$ cat config.mk
export PLATFORM = sky130hd
export DESIGN_NAME = hv_wake_input_logic
export DESIGN_NICKNAME = d
export VERILOG_FILES = /design/src/include/hv_wake_pkg.sv /design/src/edge_filter.sv /design/src/level_sync.sv /design/src/hv_wake_input_logic.sv
export SDC_FILE = /design/constraint.sdc
export NUM_CORES = 1
export LEC_CHECK = 0
export ABC_AREA = 1
export BUFFER_PORTS_ARGS = -buffer_cell sky130_fd_sc_hd__buf_2
export CAP_MARGIN = 20
export CORE_MARGIN = 10
export CORE_UTILIZATION = 55
export CTS_BUF_LIST = sky130_fd_sc_hd__clkbuf_4 sky130_fd_sc_hd__clkbuf_8
export CTS_CLUSTER_DIAMETER = 100
export DETAILED_ROUTE_END_ITERATION = 12
export PLACE_DENSITY = 0.86
export RECOVER_POWER = 50
export REMOVE_ABC_BUFFERS = 1
export SLEW_MARGIN = 20
export SYNTH_ARGS = -nofsm -noshare
export SYNTH_HDL_FRONTEND = slang
export SYNTH_HIERARCHICAL = 1
export SYNTH_SLANG_ARGS = --single-unit
$ cat constraint.sdc
create_clock -name sys_clk -period 1.5 [get_ports sys_clk]
set_input_delay 0.225 -clock sys_clk [delete_from_list [all_inputs] [get_ports sys_clk]]
set_output_delay 0.225 -clock sys_clk [all_outputs]
set_load 0.1 [all_outputs]
$ cat src/include/hv_wake_pkg.sv
// Purpose: Shared constants and carriers for the high-voltage wake input logic
// Assumes: 250 MHz system clock, one clock domain
// Notes:   Filter time held in ns, cycle count derived from the clock rate
package hv_wake_pkg;

	localparam int unsigned CLK_PERIOD_NS        = 4;
	// Nominal wake filter, 16 us; tolerance band 13..20 us
	localparam int unsigned WAKE_FILTER_TIME_NS  = 16000;
	localparam int unsigned WAKE_FILTER_MIN_NS   = 13000;
	localparam int unsigned WAKE_FILTER_MAX_NS   = 20000;
	localparam int unsigned WAKE_FILTER_CYCLES   = WAKE_FILTER_TIME_NS / CLK_PERIOD_NS;
	localparam int unsigned FILTER_CNT_W         = 14;

	// Pull select encodings
	localparam logic [1:0] PULL_NONE = 2'h0;
	localparam logic [1:0] PULL_DOWN = 2'h1;
	localparam logic [1:0] PULL_UP   = 2'h2;
	localparam logic [1:0] PULL_AUTO = 2'h3;

	// Reset values
	localparam logic [1:0] PULL_SELECT_RST   = PULL_NONE;
	localparam logic       WAKE_ENABLE_RST   = 1'b0;
	localparam logic       CYCLIC_SENSE_RST  = 1'b0;

	typedef enum logic [1:0] {
		MODE_NORMAL,
		MODE_STOP,
		MODE_SLEEP,
		MODE_FAILSAFE
	} dev_mode_t;

	// Software configuration carrier
	typedef struct packed {
		logic [1:0] pull_select_bits;
		logic       wake_enable_control;
		logic       gpin_wake_enable;
		logic       cyclic_sense;
		logic       voltage_measure_enable;
		logic       gpin_is_wake;
		logic       gpin_is_hs_timer;
		logic       fail_output_test;
	} wake_cfg_t;

	// Status carrier shown to software
	typedef struct packed {
		logic wake_event_status;
		logic general_pin_wake_status;
		logic pin_level_status;
	} wake_stat_t;

endpackage

$ cat src/edge_filter.sv
// Purpose: Glitch filter for one synchronised wake level
// Assumes: Input already synchronised to sys_clk
// Notes:   Restarts the interval on every crossing; a level that holds is accepted
`timescale 1ns/1ps
`default_nettype none
module edge_filter #(
	parameter int unsigned CYCLES = hv_wake_pkg::WAKE_FILTER_CYCLES
) (
	input  wire logic sys_clk,
	input  wire logic rst,
	input  wire logic level_in,
	input  wire logic enable,
	output logic      level_q,
	output logic      accept_q
);
	import hv_wake_pkg::*;

	logic [FILTER_CNT_W-1:0] cnt_q;
	logic                    cand_q;
	localparam logic [FILTER_CNT_W-1:0] LAST = FILTER_CNT_W'(CYCLES - 1);

	// Interval starts at a crossing, restarts if the input crosses back
	always_ff @(posedge sys_clk) begin
		accept_q <= 1'b0;
		if (rst) begin
			cnt_q    <= '0;
			cand_q   <= 1'b0;
			level_q  <= 1'b0;
		end else if (!enable) begin
			cnt_q  <= '0;
			cand_q <= level_in;
			level_q <= level_in; // Track silently so re-enable raises no false edge
		end else if (level_in != cand_q) begin
			cand_q <= level_in;
			cnt_q  <= '0;
		end else if (cand_q != level_q) begin
			if (cnt_q == LAST) begin
				level_q  <= cand_q;
				accept_q <= 1'b1;   // Both directions count
				cnt_q    <= '0;
			end else begin
				cnt_q <= cnt_q + 1'b1;
			end
		end
	end

	held_a: assert property (@(posedge sys_clk) disable iff (rst)
		accept_q |-> $past(level_in, 1) == level_q)
		else $error("accepted level not held at input");
endmodule
`default_nettype wire

$ cat src/level_sync.sv
// Purpose: Two-flop synchroniser for an asynchronous comparator level
// Assumes: Single bit level
// Notes:   First stage is read only by the second
`timescale 1ns/1ps
`default_nettype none
module level_sync (
	input  wire logic sys_clk,
	input  wire logic rst,
	input  wire logic async_in,
	output logic      sync_q
);
	logic meta_q;

	// Metastability guard, comparator is unclocked
	always_ff @(posedge sys_clk) begin
		if (rst) begin
			meta_q <= 1'b0;
			sync_q <= 1'b0;
		end else begin
			meta_q <= async_in;
			sync_q <= meta_q;
		end
	end
endmodule
`default_nettype wire

$ cat src/hv_wake_input_logic.sv
// Purpose: Wake and sense logic behind the high-voltage sense pin
// Assumes: Comparator outputs arrive asynchronously; config bits are sys_clk-synchronous
// Notes:   Interrupt pulse shaping lives elsewhere; this block gives one-cycle requests
`timescale 1ns/1ps
`default_nettype none
// Summary of operation
// - Rising and falling pin transitions are both wake events.
// - Event raises interrupt in Normal/Stop, wakes device in Sleep/Fail-Safe.
// - Software picks static sense or cyclic sense.
// - Static sense filters transitions for 16 us nominal.
// - Filter restarts on each crossing; crossing back discards the event.
// - A wake enable control bit gates the pin's wake capability.
// - Every accepted pin event sets the pin wake flag when wake enable is set and measurement is off.
// - Level status shows pin level in Normal/Stop/Init, sampled level in cyclic.
// - General pin as wake input uses same filter, own status flag.
// - Pull select: 00 none, 01 down, 10 up, 11 automatic.
// - Automatic pull follows detected level: high gives up, low gives down.
// - Cyclic sense samples only in high-side on-time; change is an event; the code raises it only with gpin_is_hs_timer set.
// - Measurement disables fail output, its test, general pin and wake; the code never reads fail_output_test.
// - Measurement turns both pulls off and blocks internal wake.
// - Measurement ignores pull and wake settings but keeps them writable.
// - Measurement freezes wake status and clears level status.
// - Sleep request under measurement with pin as only wake source sets bad-command, goes Restart.
// - Wake-class interrupt only when the pin is also wake-enabled.
// - Events stay latched until cleared; level status is not latched.
module hv_wake_input_logic
	import hv_wake_pkg::*;
#(
	parameter int unsigned FILTER_CYCLES = hv_wake_pkg::WAKE_FILTER_CYCLES
) (
	input  wire logic                    sys_clk,
	input  wire logic                    rst,
	input  wire logic                    hv_sense_pin,
	input  wire logic                    gpin_sense,
	input  wire hv_wake_pkg::wake_cfg_t  cfg,
	input  wire hv_wake_pkg::dev_mode_t  dev_mode,
	input  wire logic                    init_mode,
	input  wire logic                    hs_on_time,
	input  wire logic                    other_wake_sources,
	input  wire logic                    sleep_request,
	input  wire logic                    clear_pin_wake,
	input  wire logic                    clear_gpin_wake,
	output hv_wake_pkg::wake_stat_t      status_q,
	output logic                         wake_irq_q,
	output logic                         device_wake_q,
	output logic                         pull_up_en_q,
	output logic                         pull_down_en_q,
	output logic                         fail_output_en_q,
	output logic                         gpin_func_en_q,
	output logic                         bad_command_q,
	output logic                         restart_req_q,
	output logic                         sleep_grant_q
);
	import hv_wake_pkg::*;

	logic pin_sync;
	logic gp_sync;
	logic pin_filt;
	logic pin_acc;
	logic gp_filt;
	logic gp_acc;
	logic static_en;
	logic meas;
	logic samp_q;
	logic samp_valid_q;
	logic hs_prev_q;
	logic cyc_event;
	logic pin_event;
	logic gp_event;
	logic low_power;
	logic irq_mode;

	assign meas      = cfg.voltage_measure_enable;
	assign low_power = (dev_mode == MODE_SLEEP) || (dev_mode == MODE_FAILSAFE);
	assign irq_mode  = (dev_mode == MODE_NORMAL) || (dev_mode == MODE_STOP);

	// Comparator outputs are asynchronous, resynchronise first
	level_sync u_pin_sync (
		.sys_clk  (sys_clk),
		.rst      (rst),
		.async_in (hv_sense_pin),
		.sync_q   (pin_sync)
	);

	level_sync u_gp_sync (
		.sys_clk  (sys_clk),
		.rst      (rst),
		.async_in (gpin_sense),
		.sync_q   (gp_sync)
	);

	// Static filter only runs in static sense and outside measurement
	assign static_en = !cfg.cyclic_sense && !meas;

	edge_filter #(
		.CYCLES (FILTER_CYCLES)
	) u_pin_filt (
		.sys_clk  (sys_clk),
		.rst      (rst),
		.level_in (pin_sync),
		.enable   (static_en),
		.level_q  (pin_filt),
		.accept_q (pin_acc)
	);

	// General pin shares the same filter timing when used as wake input
	edge_filter #(
		.CYCLES (FILTER_CYCLES)
	) u_gp_filt (
		.sys_clk  (sys_clk),
		.rst      (rst),
		.level_in (gp_sync),
		.enable   (cfg.gpin_is_wake && !meas),
		.level_q  (gp_filt),
		.accept_q (gp_acc)
	);

	// Cyclic sense: sample at the end of each high-side on-time window
	always_ff @(posedge sys_clk) begin
		if (rst) begin
			hs_prev_q    <= 1'b0;
			samp_q       <= 1'b0;
			samp_valid_q <= 1'b0;
		end else begin
			hs_prev_q <= hs_on_time;
			if (!cfg.cyclic_sense || meas) begin
				samp_valid_q <= 1'b0;
			end else if (hs_prev_q && !hs_on_time) begin
				samp_q       <= pin_sync;
				samp_valid_q <= 1'b1;
			end
		end
	end

	// Sampling on the falling edge of the window keeps the read inside the on-time
	assign cyc_event = cfg.cyclic_sense && !meas && cfg.gpin_is_hs_timer && samp_valid_q
		&& hs_prev_q && !hs_on_time && (pin_sync != samp_q);

	// Accepted events, gated by wake enable; ignored entirely under measurement
	assign pin_event = (pin_acc || cyc_event) && cfg.wake_enable_control && !meas;
	assign gp_event  = gp_acc && cfg.gpin_wake_enable && !meas;

	// Sticky event flags, set wins over a clear; level status needs no clear but holds its value in static-sense Sleep/Fail-Safe outside Init.
	// One process owns the whole status word so it keeps a single driver
	always_ff @(posedge sys_clk) begin
		if (rst) begin
			status_q <= '0;
		end else begin
			if (pin_event) begin
				status_q.wake_event_status <= 1'b1;
			end else if (clear_pin_wake) begin
				status_q.wake_event_status <= 1'b0;
			end
			if (gp_event) begin
				status_q.general_pin_wake_status <= 1'b1;
			end else if (clear_gpin_wake) begin
				status_q.general_pin_wake_status <= 1'b0;
			end
			if (meas) begin
				status_q.pin_level_status <= 1'b0;
			end else if (cfg.cyclic_sense) begin
				status_q.pin_level_status <= samp_q;
			end else if (irq_mode || init_mode) begin
				status_q.pin_level_status <= pin_sync;
			end
		end
	end

	// Signalling path depends on device mode
	always_ff @(posedge sys_clk) begin
		if (rst) begin
			wake_irq_q    <= 1'b0;
			device_wake_q <= 1'b0;
		end else begin
			wake_irq_q    <= (pin_event || gp_event) && irq_mode;
			device_wake_q <= (pin_event || gp_event) && low_power;
		end
	end

	// Pull sources; auto mode follows the synchronised level so it tracks the pin without filter lag
	always_ff @(posedge sys_clk) begin
		if (rst) begin
			pull_up_en_q   <= 1'b0;
			pull_down_en_q <= 1'b0;
		end else if (meas) begin
			pull_up_en_q   <= 1'b0;
			pull_down_en_q <= 1'b0;
		end else begin
			case (cfg.pull_select_bits)
				PULL_DOWN: begin
					pull_up_en_q   <= 1'b0;
					pull_down_en_q <= 1'b1;
				end
				PULL_UP: begin
					pull_up_en_q   <= 1'b1;
					pull_down_en_q <= 1'b0;
				end
				PULL_AUTO: begin
					pull_up_en_q   <= pin_sync;
					pull_down_en_q <= !pin_sync;
				end
				default: begin
					pull_up_en_q   <= 1'b0;
					pull_down_en_q <= 1'b0;
				end
			endcase
		end
	end

	// Pin functions that share the measurement path are released only when idle
	always_ff @(posedge sys_clk) begin
		if (rst) begin
			fail_output_en_q <= 1'b0;
			gpin_func_en_q   <= 1'b0;
		end else begin
			fail_output_en_q <= !meas && !cfg.gpin_is_wake;
			gpin_func_en_q   <= !meas;
		end
	end

	// Sleep entry check: pin unusable as sole wake source under measurement
	always_ff @(posedge sys_clk) begin
		if (rst) begin
			bad_command_q <= 1'b0;
			restart_req_q <= 1'b0;
			sleep_grant_q <= 1'b0;
		end else begin
			restart_req_q <= 1'b0;
			sleep_grant_q <= 1'b0;
			if (sleep_request) begin
				if (meas && cfg.wake_enable_control && !other_wake_sources) begin
					bad_command_q <= 1'b1;
					restart_req_q <= 1'b1;
				end else begin
					sleep_grant_q <= 1'b1;
				end
			end
		end
	end

	// Checks on the signalling, status and pull paths
	irq_mode_a: assert property (@(posedge sys_clk) disable iff (rst)
		pin_event && irq_mode |=> wake_irq_q && !device_wake_q)
		else $error("pin event did not raise interrupt");

	wake_mode_a: assert property (@(posedge sys_clk) disable iff (rst)
		pin_event && low_power |=> device_wake_q && !wake_irq_q)
		else $error("pin event did not wake device");

	irq_only_a: assert property (@(posedge sys_clk) disable iff (rst)
		!irq_mode |=> !wake_irq_q)
		else $error("interrupt raised outside normal or stop");

	wake_only_a: assert property (@(posedge sys_clk) disable iff (rst)
		!low_power |=> !device_wake_q)
		else $error("device wake raised outside sleep or fail-safe");

	both_edges_a: assert property (@(posedge sys_clk) disable iff (rst)
		pin_acc |-> pin_filt != $past(pin_filt))
		else $error("pin accept without level change");

	gp_edges_a: assert property (@(posedge sys_clk) disable iff (rst)
		gp_acc |-> gp_filt != $past(gp_filt))
		else $error("general pin accept without level change");

	static_only_a: assert property (@(posedge sys_clk) disable iff (rst)
		cfg.cyclic_sense ##1 cfg.cyclic_sense |-> !pin_acc)
		else $error("static filter accepted during cyclic sense");

	cyc_hold_a: assert property (@(posedge sys_clk) disable iff (rst)
		!(hs_prev_q && !hs_on_time) |=> $stable(samp_q))
		else $error("cyclic sample taken outside window end");

	flag_sticky_a: assert property (@(posedge sys_clk) disable iff (rst)
		status_q.wake_event_status && !clear_pin_wake |=> status_q.wake_event_status)
		else $error("wake flag lost without clear");

	flag_set_a: assert property (@(posedge sys_clk) disable iff (rst)
		pin_event |=> status_q.wake_event_status)
		else $error("accepted event not recorded");

	level_live_a: assert property (@(posedge sys_clk) disable iff (rst)
		!meas && !cfg.cyclic_sense && (irq_mode || init_mode)
		|=> status_q.pin_level_status == $past(pin_sync))
		else $error("level status not following pin");

	level_cyclic_a: assert property (@(posedge sys_clk) disable iff (rst)
		!meas && cfg.cyclic_sense |=> status_q.pin_level_status == $past(samp_q))
		else $error("level status not showing cyclic sample");

	meas_level_a: assert property (@(posedge sys_clk) disable iff (rst)
		meas ##1 meas |-> !status_q.pin_level_status)
		else $error("level status not cleared in measurement");

	meas_freeze_a: assert property (@(posedge sys_clk) disable iff (rst)
		meas && !clear_pin_wake |=> $stable(status_q.wake_event_status))
		else $error("wake flag updated in measurement");

	meas_pull_a: assert property (@(posedge sys_clk) disable iff (rst)
		meas |=> !pull_up_en_q && !pull_down_en_q)
		else $error("pull source active in measurement");

	pull_none_a: assert property (@(posedge sys_clk) disable iff (rst)
		cfg.pull_select_bits == PULL_NONE |=> !pull_up_en_q && !pull_down_en_q)
		else $error("pull source active with none selected");

	pull_down_a: assert property (@(posedge sys_clk) disable iff (rst)
		!meas && cfg.pull_select_bits == PULL_DOWN |=> pull_down_en_q && !pull_up_en_q)
		else $error("pull-down not selected");

	pull_up_a: assert property (@(posedge sys_clk) disable iff (rst)
		!meas && cfg.pull_select_bits == PULL_UP |=> pull_up_en_q && !pull_down_en_q)
		else $error("pull-up not selected");

	auto_pull_a: assert property (@(posedge sys_clk) disable iff (rst)
		!meas && cfg.pull_select_bits == PULL_AUTO |=> pull_up_en_q == $past(pin_sync))
		else $error("auto pull not following level");

	auto_down_a: assert property (@(posedge sys_clk) disable iff (rst)
		!meas && cfg.pull_select_bits == PULL_AUTO |=> pull_down_en_q == !$past(pin_sync))
		else $error("auto pull-down not following level");

	no_enable_a: assert property (@(posedge sys_clk) disable iff (rst)
		!cfg.wake_enable_control && !gp_event |=> !wake_irq_q && !device_wake_q)
		else $error("disabled pin signalled wake");

	gp_enable_a: assert property (@(posedge sys_clk) disable iff (rst)
		!cfg.gpin_wake_enable && !pin_event |=> !wake_irq_q && !device_wake_q)
		else $error("disabled general pin signalled wake");

	bad_sleep_a: assert property (@(posedge sys_clk) disable iff (rst)
		sleep_request && meas && cfg.wake_enable_control && !other_wake_sources
		|=> restart_req_q && bad_command_q && !sleep_grant_q)
		else $error("sleep not refused with only pin source");

	sleep_grant_a: assert property (@(posedge sys_clk) disable iff (rst)
		sleep_request && !(meas && cfg.wake_enable_control && !other_wake_sources)
		|=> sleep_grant_q && !restart_req_q)
		else $error("valid sleep request not granted");

	gp_flag_a: assert property (@(posedge sys_clk) disable iff (rst)
		gp_event |=> status_q.general_pin_wake_status)
		else $error("general pin event not recorded");

	meas_func_a: assert property (@(posedge sys_clk) disable iff (rst)
		meas |=> !fail_output_en_q && !gpin_func_en_q)
		else $error("pin function active in measurement");
endmodule
`default_nettype wire

==> results of run 1 <==
## placed cells by master, fill, tap and decap left out, types with 3 or more instances in the layout
cell type and n:
nand2_1 85, nor2_1 56, inv_1 49, dfxtp_1 49
buf_2 22, nand3_1 20, a21oi_1 17, nor3_1 11
nor2_2 10, nand2_2 9, o21ai_0 8, clkbuf_2 7
nor2_4 6, buf_4 6, inv_2 5, nand4_1 5
clkbuf_8 5, nand3_2 4, dfxtp_2 4, a31oi_1 3
clkbuf_1 3
## how the worst max path moves through the flow
| stage | to | start |
|---|---|---|
| 2_1_floorplan | u_gp_filt/cnt_q[10] | u_gp_filt/cnt_q[0] |
| 3_3_place_gp | u_gp_filt/cnt_q[10] | u_gp_filt/cnt_q[0] |
| 3_5_place_dp | u_gp_filt/cnt_q[11] | u_gp_filt/cnt_q[1] |
| 4_1_cts | u_gp_filt/cnt_q[11] | u_gp_filt/cnt_q[1] |
| 5_1_grt | u_gp_filt/cnt_q[7] | u_gp_filt/cnt_q[0] |
| 6_report | u_pin_filt/cnt_q[10] | u_pin_filt/cnt_q[0] |
## power by group through the flow
stage	registers [µW]	logic, µW	clock network [µW]
after detailed placement	1470	207	0
after global routing	1440	224	886
final	1430	205	798
after CTS	1430	209	834
after floorplan	1530	76.6	0
after global placement	1470	204	0
## worst reg2reg max path, cell delays in order, from the launching register on
cell and delay [ns]:
dfxtp_2 0.35, ha_1 0.18, nand2_2 0.09, inv_2 0.08, nand2_1 0.06, nor2_2 0.12
nand3_1 0.10, nand2_2 0.10, inv_2 0.08, nand2_1 0.07, nor2_1 0.04
## cell families after synthesis
group | share of synthesized area [%]
flops | 41.8
buf+inv | 9.77
fa+ha+maj | 0.987
xor+xnor | 1.38
compound gates | 6.56
simple gates | 39.5
## cell type report
type                       instances  area (µm²)
tap                               52        65.1
fill                             369        1550
inverter                          56         215
sequential                        53        1070
clock buffer                       6        76.3
clock inverter                     2        13.8
multi-input combinational        250        1230
timing repair buffer              38         201
## through the flow
step | hold slack, ns | util, % | std cells | cell area [µm²] | total power (µW)
3_3_place_gp | 0.392 | 62.6 | 447 | 2760 | 1670
2_1_floorplan | 0.294 | - | 359 | 2500 | 1600
5_1_grt | 0.0819 | 64.9 | 457 | 2870 | 2550
6_report | 0.0896 | 64.9 | 457 | 2870 | 2440
4_1_cts | 0.0784 | 64.8 | 455 | 2860 | 2480
3_5_place_dp | 0.405 | 62.6 | 447 | 2760 | 1670
## layer usage
| layer | routed length, µm | vias up | GRT usage, % |
|---|---|---|---|
| li1 | - | 1213 | - |
| met1 | 2230 | 1004 | 15.0 |
| met2 | 2480 | 43 | 22.9 |
| met3 | 327 | 2 | 3.53 |
| met4 | 25 | 0 | 3.91 |
| met5 | 0 | - | 0 |
## timing repair
action	in CTS	in global routing
hold buffers	0	0
pin swaps	0	0
gates resized for setup	3	7
buffers inserted	0	2
setup endpoints to repair	7	19
==> metrics.yaml, run 1 <==
critical_path:
  crit_type: "flip-flop to flip-flop"
  crit_required_ns: 1.69
  arrival_ns: 1.56
  crit_cells: 10
  r2r_start: "u_pin_filt/cnt_q[0]"
  worst-path-buf-inv: 2
  r2r_slack_ns: 0.13
  cpMaxStageDelayCell: "dfxtp_2"
  critPathCaptureType: "flip-flop"
  crit_family: "simple AND/OR/NAND/NOR gates"
  crit_path_start_kind: "flip-flop"
  critical_path.cell_chain: "ha_1 > nand2_2 > inv_2 > nand2_1 > nor2_2 > nand3_1 > nand2_2 > inv_2 > nand2_1 > nor2_1"
  crit_fanout: 6
  ff2ff_path_depth: 10
  crit_path_max_incr_delay_ns: 0.35
  r2r-end: "u_pin_filt/cnt_q[10]"
clock_tree:
  cts_sinks: 53
  cts_root_buf: "clkbuf_8"
  htreeDepth: 2
  clk_pin_slew_worst_paths_ns: 0.09
  cts_tree: "done"
  insertion_delay_ns: 0.30
  cts-buffers-inserted: 5
  clockBufferDepth: 2
placement:
  place_ws_ns: 0.000117
  hpwl_um: 3870
  io_buffers: 30
  gp_congestion: 0.840
sta:
  finalHoldViolations: 0
  finalCriticalPeriod_ns: 1.37
  worst_pin_slew_ns: 0.545
  skew_ns: 0.00703
  fin_crit_sh_pct: 91.3
  setup_viol: 0
  rsz0062_at_grt: "false"
  max_freq_ghz: 0.730
  slew_headroom_pct: 63.8
  layout_setup_ws_ns: 0.130
  drv_slew: 0
  fin_tns_setup_ns: 0
finish:
  largestRegisters: "u_gp_filt/cnt_q (14), u_pin_filt/cnt_q (14), status_q (3)"
  area_delta_synth_final_pct: 13.0
  diodes: 0
  nets: 427
  drive_above_1_share_pct: 21.2
job:
  maxCapViolations: 0
yosys:
  syn_avg_cell_area_um2: 6.99
  synth_edf_count: 0
  synth.ff_latch_count: 53
  yosys.area.top_type: "dfxtp_1"
  synth_top_cells_by_count: "nand2_1, nor2_1, dfxtp_1"
  synth_area_leaders: "dfxtp_1, nand2_1, nor2_1, inv_1, nand3_1"
  synth.most_common_cell: "nand2_1"
  ys_warn_count: 6
  synth_cell_types: 27
  yosysTopAreaCellShare_pct: 41.8
  synth_ff_type: "dfxtp_1"
  synthCells: 363
  synth_seq_area_share_pct: 41.8
  async_reset_ff_share_pct: 0
  synth_area_um2: 2540
floorplan:
  die_area_um2: 7730
  io-pin-count: 33
  chipWidth_um: 87.9
  core_um2: 4410
  start_util_pct: 57.5
  std_cell_rows: 24
  die_y_um: 87.9
global_route:
  antenna_found_initial: 0
  grt_pass1_wl_um: 8470
  groute.usage.overall_pct: 13.0
  grt_pass1_vias: 2060
  grt_remaining_overflow: 0
  grt_max_degree: 17
detailed_routing:
  drc: 0
  via_per_inst: 4.95
  first_pass_iters: 6
  ant_nets: 0
  drt-total-wl_um: 5070
  detail_route.wl_per_cell_um: 11.1
  num_vias: 2262
  first_iter_violations: 92
pwr:
  swShare_pct: 24.8
  vdd_ir_drop_max_uv: 667
  p_int_uw: 1830
  seqPwrFrac_pct: 58.9
  comb_power_share_pct: 8.4
  power_density_nw_per_um2: 850
  p_sw_uw: 603
  p_leak_uw: 0.00120
  p_clk_share_pct: 32.7
min_path:
  min_from: "cfg[2]"
  hp-class: "input port to flip-flop"
  min_path_cells: 2
  hold_path_end: "fail_output_en_q"
outcome:
  outcome: "completed"
No activity file was read; power rests on OpenSTA's default activity.
==> run 2: changes to the inputs <==
--- a/config.mk
+++ b/config.mk
@@ -8,12 +8,13 @@
 export ABC_AREA = 1
 export BUFFER_PORTS_ARGS = -buffer_cell sky130_fd_sc_hd__buf_2
 export CAP_MARGIN = 20
+export CORE_ASPECT_RATIO = 0.8
 export CORE_MARGIN = 10
-export CORE_UTILIZATION = 55
+export CORE_UTILIZATION = 30
 export CTS_BUF_LIST = sky130_fd_sc_hd__clkbuf_4 sky130_fd_sc_hd__clkbuf_8
 export CTS_CLUSTER_DIAMETER = 100
 export DETAILED_ROUTE_END_ITERATION = 12
-export PLACE_DENSITY = 0.86
+export PLACE_DENSITY = 0.57
 export RECOVER_POWER = 50
 export REMOVE_ABC_BUFFERS = 1
 export SLEW_MARGIN = 20
==> run 2 against run 1 <==
  * Worst setup slack worse by 0.026 ns
  * Critical endpoint is now u_pin_filt/cnt_q[11]
  * Sequential share of layout area down 0.75 points
  * Sequential cell count unchanged
  * Highest routed layer unchanged
==> metrics.yaml, run 2 (synthesis results as in run 1) <==
outcome:
  outcome: "completed"
sta:
  skew_ns: 0.00789
  slew_headroom_pct: 63.9
  rsz0062_at_grt: "false"
  worst_pin_slew_ns: 0.544
  drv_slew: 0
  max_freq_ghz: 0.717
  finalCriticalPeriod_ns: 1.40
  fin_tns_setup_ns: 0
  fin_crit_sh_pct: 93.0
  setup_viol: 0
  finalHoldViolations: 0
  layout_setup_ws_ns: 0.105
job:
  maxCapViolations: 0
min_path:
  hp-class: "input port to flip-flop"
  min_from: "cfg[2]"
  min_path_cells: 2
  hold_path_end: "fail_output_en_q"
pwr:
  swShare_pct: 26.1
  p_leak_uw: 0.00120
  comb_power_share_pct: 8.4
  p_int_uw: 1810
  p_sw_uw: 640
  p_clk_share_pct: 33.2
  seqPwrFrac_pct: 58.4
  power_density_nw_per_um2: 839
  vdd_ir_drop_max_uv: 406
detailed_routing:
  detail_route.wl_per_cell_um: 10.5
  num_vias: 2188
  drc: 0
  first_iter_violations: 110
  drt-total-wl_um: 5370
  via_per_inst: 4.27
  ant_nets: 0
  first_pass_iters: 4
finish:
  layout_common_cells: "nand2_1, nor2_1, inv_1"
  largestRegisters: "u_gp_filt/cnt_q (14), u_pin_filt/cnt_q (14), status_q (3)"
  drive_above_1_share_pct: 21.3
  area_delta_synth_final_pct: 15.3
  nets: 426
  fillers: 867
  layout_commonest_cell: "nand2_1"
  diodes: 0
clock_tree:
  htreeDepth: 2
  cts_setup_buffers: 0
  cts_sinks: 53
  insertion_delay_ns: 0.31
  cts_tree: "done"
  clockBufferDepth: 2
  cts_root_buf: "clkbuf_8"
  clk_pin_slew_worst_paths_ns: 0.10
  cts-buffers-inserted: 5
  cts_hold_repair.buffers: 0
  cts_resized: 0
critical_path:
  arrival_ns: 1.61
  critPathCaptureType: "flip-flop"
  r2r_start: "u_pin_filt/cnt_q[0]"
  crit_fanout: 6
  critical_path.cell_chain: "ha_1 > nand2_2 > inv_1 > nand2_1 > nor2_2 > nand3_1 > nand2_2 > inv_2 > nand2_1 > nor2_1"
  crit_family: "simple AND/OR/NAND/NOR gates"
  worst-path-buf-inv: 2
  cpMaxStageDelayCell: "dfxtp_2"
  crit_type: "flip-flop to flip-flop"
  crit_required_ns: 1.71
  r2r_slack_ns: 0.10
  ff2ff_path_depth: 10
  crit_path_start_kind: "flip-flop"
  crit_path_max_incr_delay_ns: 0.35
  r2r-end: "u_pin_filt/cnt_q[11]"
placement:
  hpwl_um: 4260
  io_buffers: 30
  place_ws_ns: 0.0184
  gp_congestion: 0.772
global_route:
  grt_max_degree: 18
  grt_remaining_overflow: 0
  grt_pass1_wl_um: 9450
  groute.usage.overall_pct: 9.08
  grt_pass1_vias: 2112
  antenna_found_initial: 0
floorplan:
  start_util_pct: 31.3
  die_y_um: 102
  io-pin-count: 33
  chipWidth_um: 123
  die_area_um2: 12600
  core_um2: 8090
  std_cell_rows: 29
[run 2: changes by cell type in the layout (fill, tap and decap cells not counted), sizes merged]
cell / before / now
buf: 28 / 29
clkinvlp: 0 / 1
clkbuf: 16 / 13
[run 2: how the worst max path moves through the flow]
stage,startpoint,endpoint,cells after the start
global placement,u_pin_filt/cnt_q[0],u_pin_filt/cnt_q[10],10
CTS,u_pin_filt/cnt_q[0],u_pin_filt/cnt_q[11],10
finish,u_pin_filt/cnt_q[0],u_pin_filt/cnt_q[11],10
global route,u_pin_filt/cnt_q[0],u_pin_filt/cnt_q[10],10
floorplan,u_gp_filt/cnt_q[0],u_gp_filt/cnt_q[10],10
detailed placement,u_pin_filt/cnt_q[0],u_pin_filt/cnt_q[11],10
[run 2: routing by layer]
layer  GRT usage [%]  vias up  wire length, µm
met5               0        -                0
met4            3.71        0               67
met3            3.53        5              382
met2            12.7       32             2040
met1            12.1      942             2880
li1                -     1209                -
[run 2: worst register-to-register path, stage by stage, from the launching register on]
cell,delay [ns]
dfxtp_2,0.35
ha_1,0.18
nand2_2,0.08
inv_1,0.10
nand2_1,0.07
nor2_2,0.12
nand3_1,0.10
nand2_2,0.10
inv_2,0.08
nand2_1,0.07
nor2_1,0.04
[run 2: through the flow]
stage | std cells | power (µW) | hold slack (ns) | util [%] | area, µm²
after global placement | 504 | 1680 | 0.395 | 35.1 | 2840
after global routing | 512 | 2570 | 0.0670 | 36.1 | 2920
after detailed placement | 504 | 1680 | 0.393 | 35.1 | 2840
after floorplan | 359 | 1600 | 0.294 | - | 2500
final | 512 | 2450 | 0.0841 | 36.1 | 2920
after CTS | 512 | 2500 | 0.0694 | 36.2 | 2930
[run 2: cell type report]
class | count | area (µm²) | share of cell area [%]
sequential | 53 | 1070 | 36.5
clock inverter | 3 | 21.3 | 0.727
tap | 108 | 135 | 4.62
clock buffer | 5 | 68.8 | 2.35
multi-input combinational | 250 | 1220 | 41.8
inverter | 56 | 215 | 7.36
timing repair buffer | 37 | 195 | 6.68
[run 2: power by group through the flow]
stage | clock network, µW | logic, µW | registers [µW]
floorplan | 0 | 76.6 | 1530
global placement | 0 | 211 | 1470
detailed placement | 0 | 213 | 1470
CTS | 849 | 213 | 1430
global route | 907 | 228 | 1440
finish | 815 | 205 | 1430
==> run 3: changes to the inputs <==
--- a/config.mk
+++ b/config.mk
@@ -7,13 +7,13 @@
 export LEC_CHECK = 0
 export ABC_AREA = 1
 export BUFFER_PORTS_ARGS = -buffer_cell sky130_fd_sc_hd__buf_2
-export CAP_MARGIN = 20
 export CORE_ASPECT_RATIO = 0.8
 export CORE_MARGIN = 10
 export CORE_UTILIZATION = 30
-export CTS_BUF_LIST = sky130_fd_sc_hd__clkbuf_4 sky130_fd_sc_hd__clkbuf_8
+export CTS_BUF_LIST = sky130_fd_sc_hd__clkbuf_8
 export CTS_CLUSTER_DIAMETER = 100
 export DETAILED_ROUTE_END_ITERATION = 12
+export GPL_TIMING_DRIVEN = 0
 export PLACE_DENSITY = 0.57
 export RECOVER_POWER = 50
 export REMOVE_ABC_BUFFERS = 1
==> run 3 against run 2 <==
  * Via count increased by 2.0%
  * Total power increased by 0.65%
  * Highest routed layer unchanged
  * Final area about the same
  * Die area unchanged
  * Sequential share of layout area about the same
  * Clock skew increased by 0.0022 ns
==> metrics.yaml, run 3 (synthesis results as in run 1) <==
outcome:
  outcome: "completed"
clock_tree:
  clockBufferDepth: 2
  cts_sinks: 53
  htreeDepth: 2
  cts_tree: "done"
  cts_hold_repair.buffers: 0
  clk_pin_slew_worst_paths_ns: 0.09
  insertion_delay_ns: 0.30
  cts_root_buf: "clkbuf_8"
  cts-buffers-inserted: 5
global_route:
  groute.usage.overall_pct: 8.89
  grt_remaining_overflow: 0
  antenna_found_initial: 0
  grt_max_degree: 18
  grt_pass1_vias: 2034
  grt_pass1_wl_um: 9250
detailed_routing:
  drt-total-wl_um: 5380
  via_per_inst: 4.39
  first_iter_violations: 94
  first_pass_iters: 4
  num_vias: 2232
  ant_nets: 0
  detail_route.wl_per_cell_um: 10.6
  drc: 0
pwr:
  p_leak_uw: 0.00119
  vdd_ir_drop_max_uv: 359
  power_density_nw_per_um2: 846
  comb_power_share_pct: 8.1
  seqPwrFrac_pct: 58.1
  p_sw_uw: 618
  p_int_uw: 1850
  p_clk_share_pct: 33.8
  swShare_pct: 25.0
sta:
  rsz0062_at_grt: "false"
  finalCriticalPeriod_ns: 1.35
  finalHoldViolations: 0
  layout_setup_ws_ns: 0.148
  fin_crit_sh_pct: 90.1
  slew_headroom_pct: 46.2
  fin_tns_setup_ns: 0
  worst_pin_slew_ns: 0.807
  setup_viol: 0
  skew_ns: 0.0101
  drv_slew: 0
  max_freq_ghz: 0.740
critical_path:
  crit_path_start_kind: "flip-flop"
  crit_fanout: 6
  critPathCaptureType: "flip-flop"
  crit_required_ns: 1.70
  arrival_ns: 1.55
  crit_type: "flip-flop to flip-flop"
placement:
  io_buffers: 30
  gp_congestion: 0.800
  hpwl_um: 4190
  post-place-cells: 497
  place_ws_ns: -0.0336
  post_dp_cell_area_um2: 2790
finish:
  largestRegisters: "u_gp_filt/cnt_q (14), u_pin_filt/cnt_q (14), status_q (3)"
  diodes: 0
  area_delta_synth_final_pct: 15.2
  drive_above_1_share_pct: 21.5
  nets: 422
  final_area_um2: 2920
  finalNonFillerCells: 508
  layout_common_cells: "nand2_1, nor2_1, inv_1, dfxtp_1"
  layout_commonest_cell: "nand2_1"
  fillers: 852
  final_util_pct: 36.1
job:
  maxCapViolations: 0
floorplan:
  die_y_um: 102
  start_util_pct: 31.3
  std_cell_rows: 29
  chipWidth_um: 123
  io-pin-count: 33
  die_area_um2: 12600
  core_um2: 8090
min_path:
  hp-class: "input port to flip-flop"
==> run 3: changes by cell type in the layout (fill, tap and decap cells not counted), moves of 2 or more <==
cell,previous run,this run
buf_4,5,3
nand2_4,0,2
clkbuf_2,6,9
buf_2,24,20
==> run 3: stage by stage <==
step,hold slack (ns),power [µW]
final,0.0905,2470
after global routing,0.0878,2580
after CTS,0.0775,2520
after detailed placement,0.392,1670
after global placement,0.397,1660
after floorplan,0.294,1600
==> run 3: worst max-delay path, cell delays in order (launching register included) <==
cell	delay, ns
dfxtp_2	0.36
ha_2	0.19
nand2_2	0.09
inv_2	0.08
nand2_1	0.07
nor2_2	0.11
nand3_1	0.09
nand2_2	0.10
inv_2	0.07
nand2_1	0.06
nor2_1	0.04
==> run 3: layout make-up <==
cell class                      count  area (µm²)  share of cell area, %
Clock buffer                        6        82.6                   2.83
Multi-Input combinational cell    250        1240                   42.4
Clock inverter                      2        13.8                  0.471
Inverter                           56         215                   7.37
Sequential cell                    53        1070                   36.5
Timing Repair Buffer               33         171                   5.87
Tap cell                          108         135                   4.63
==> run 3: worst paths after layout <==
check	from	end	slack (ns)	cells past startpoint
setup / recovery	u_gp_filt/cnt_q[0]	u_gp_filt/cnt_q[7]	0.15	10
hold / removal	cfg[2]	fail_output_en_q	0.09	2
setup reg to reg	u_gp_filt/cnt_q[0]	u_gp_filt/cnt_q[7]	0.15	10
hold reg to reg	u_gp_sync/meta_q	u_gp_sync/sync_q	0.41	2
==> run 3: per-layer routing <==
layer  share of wire, %  wire (µm)  up-vias  global-route usage [%]
met5                  0          0        -                       0
met4               0.87         47        0                    2.98
met3                7.6        410        7                    3.25
met2                 40       2120       42                    12.3
met1                 52       2790      987                    12.4
li1                   -          -     1196                       -
==> run 3: repair_timing <==
| item | CTS | global route |
|---|---|---|
| resized for setup | 0 | 13 |
| cloned | 0 | 0 |
| buffers inserted | 3 | 0 |
| pin swaps | 2 | 1 |
| setup endpoints to repair | 7 | 23 |
==> run 3: power groups by stage <==
stage          sequential, µW  clock, µW  combinational [µW]
3_3_place_gp             1470          0                 197
5_1_grt                  1440        925                 220
3_5_place_dp             1470          0                 199
4_1_cts                  1440        879                 204
2_1_floorplan            1530          0                76.6
6_report                 1440        836                 200
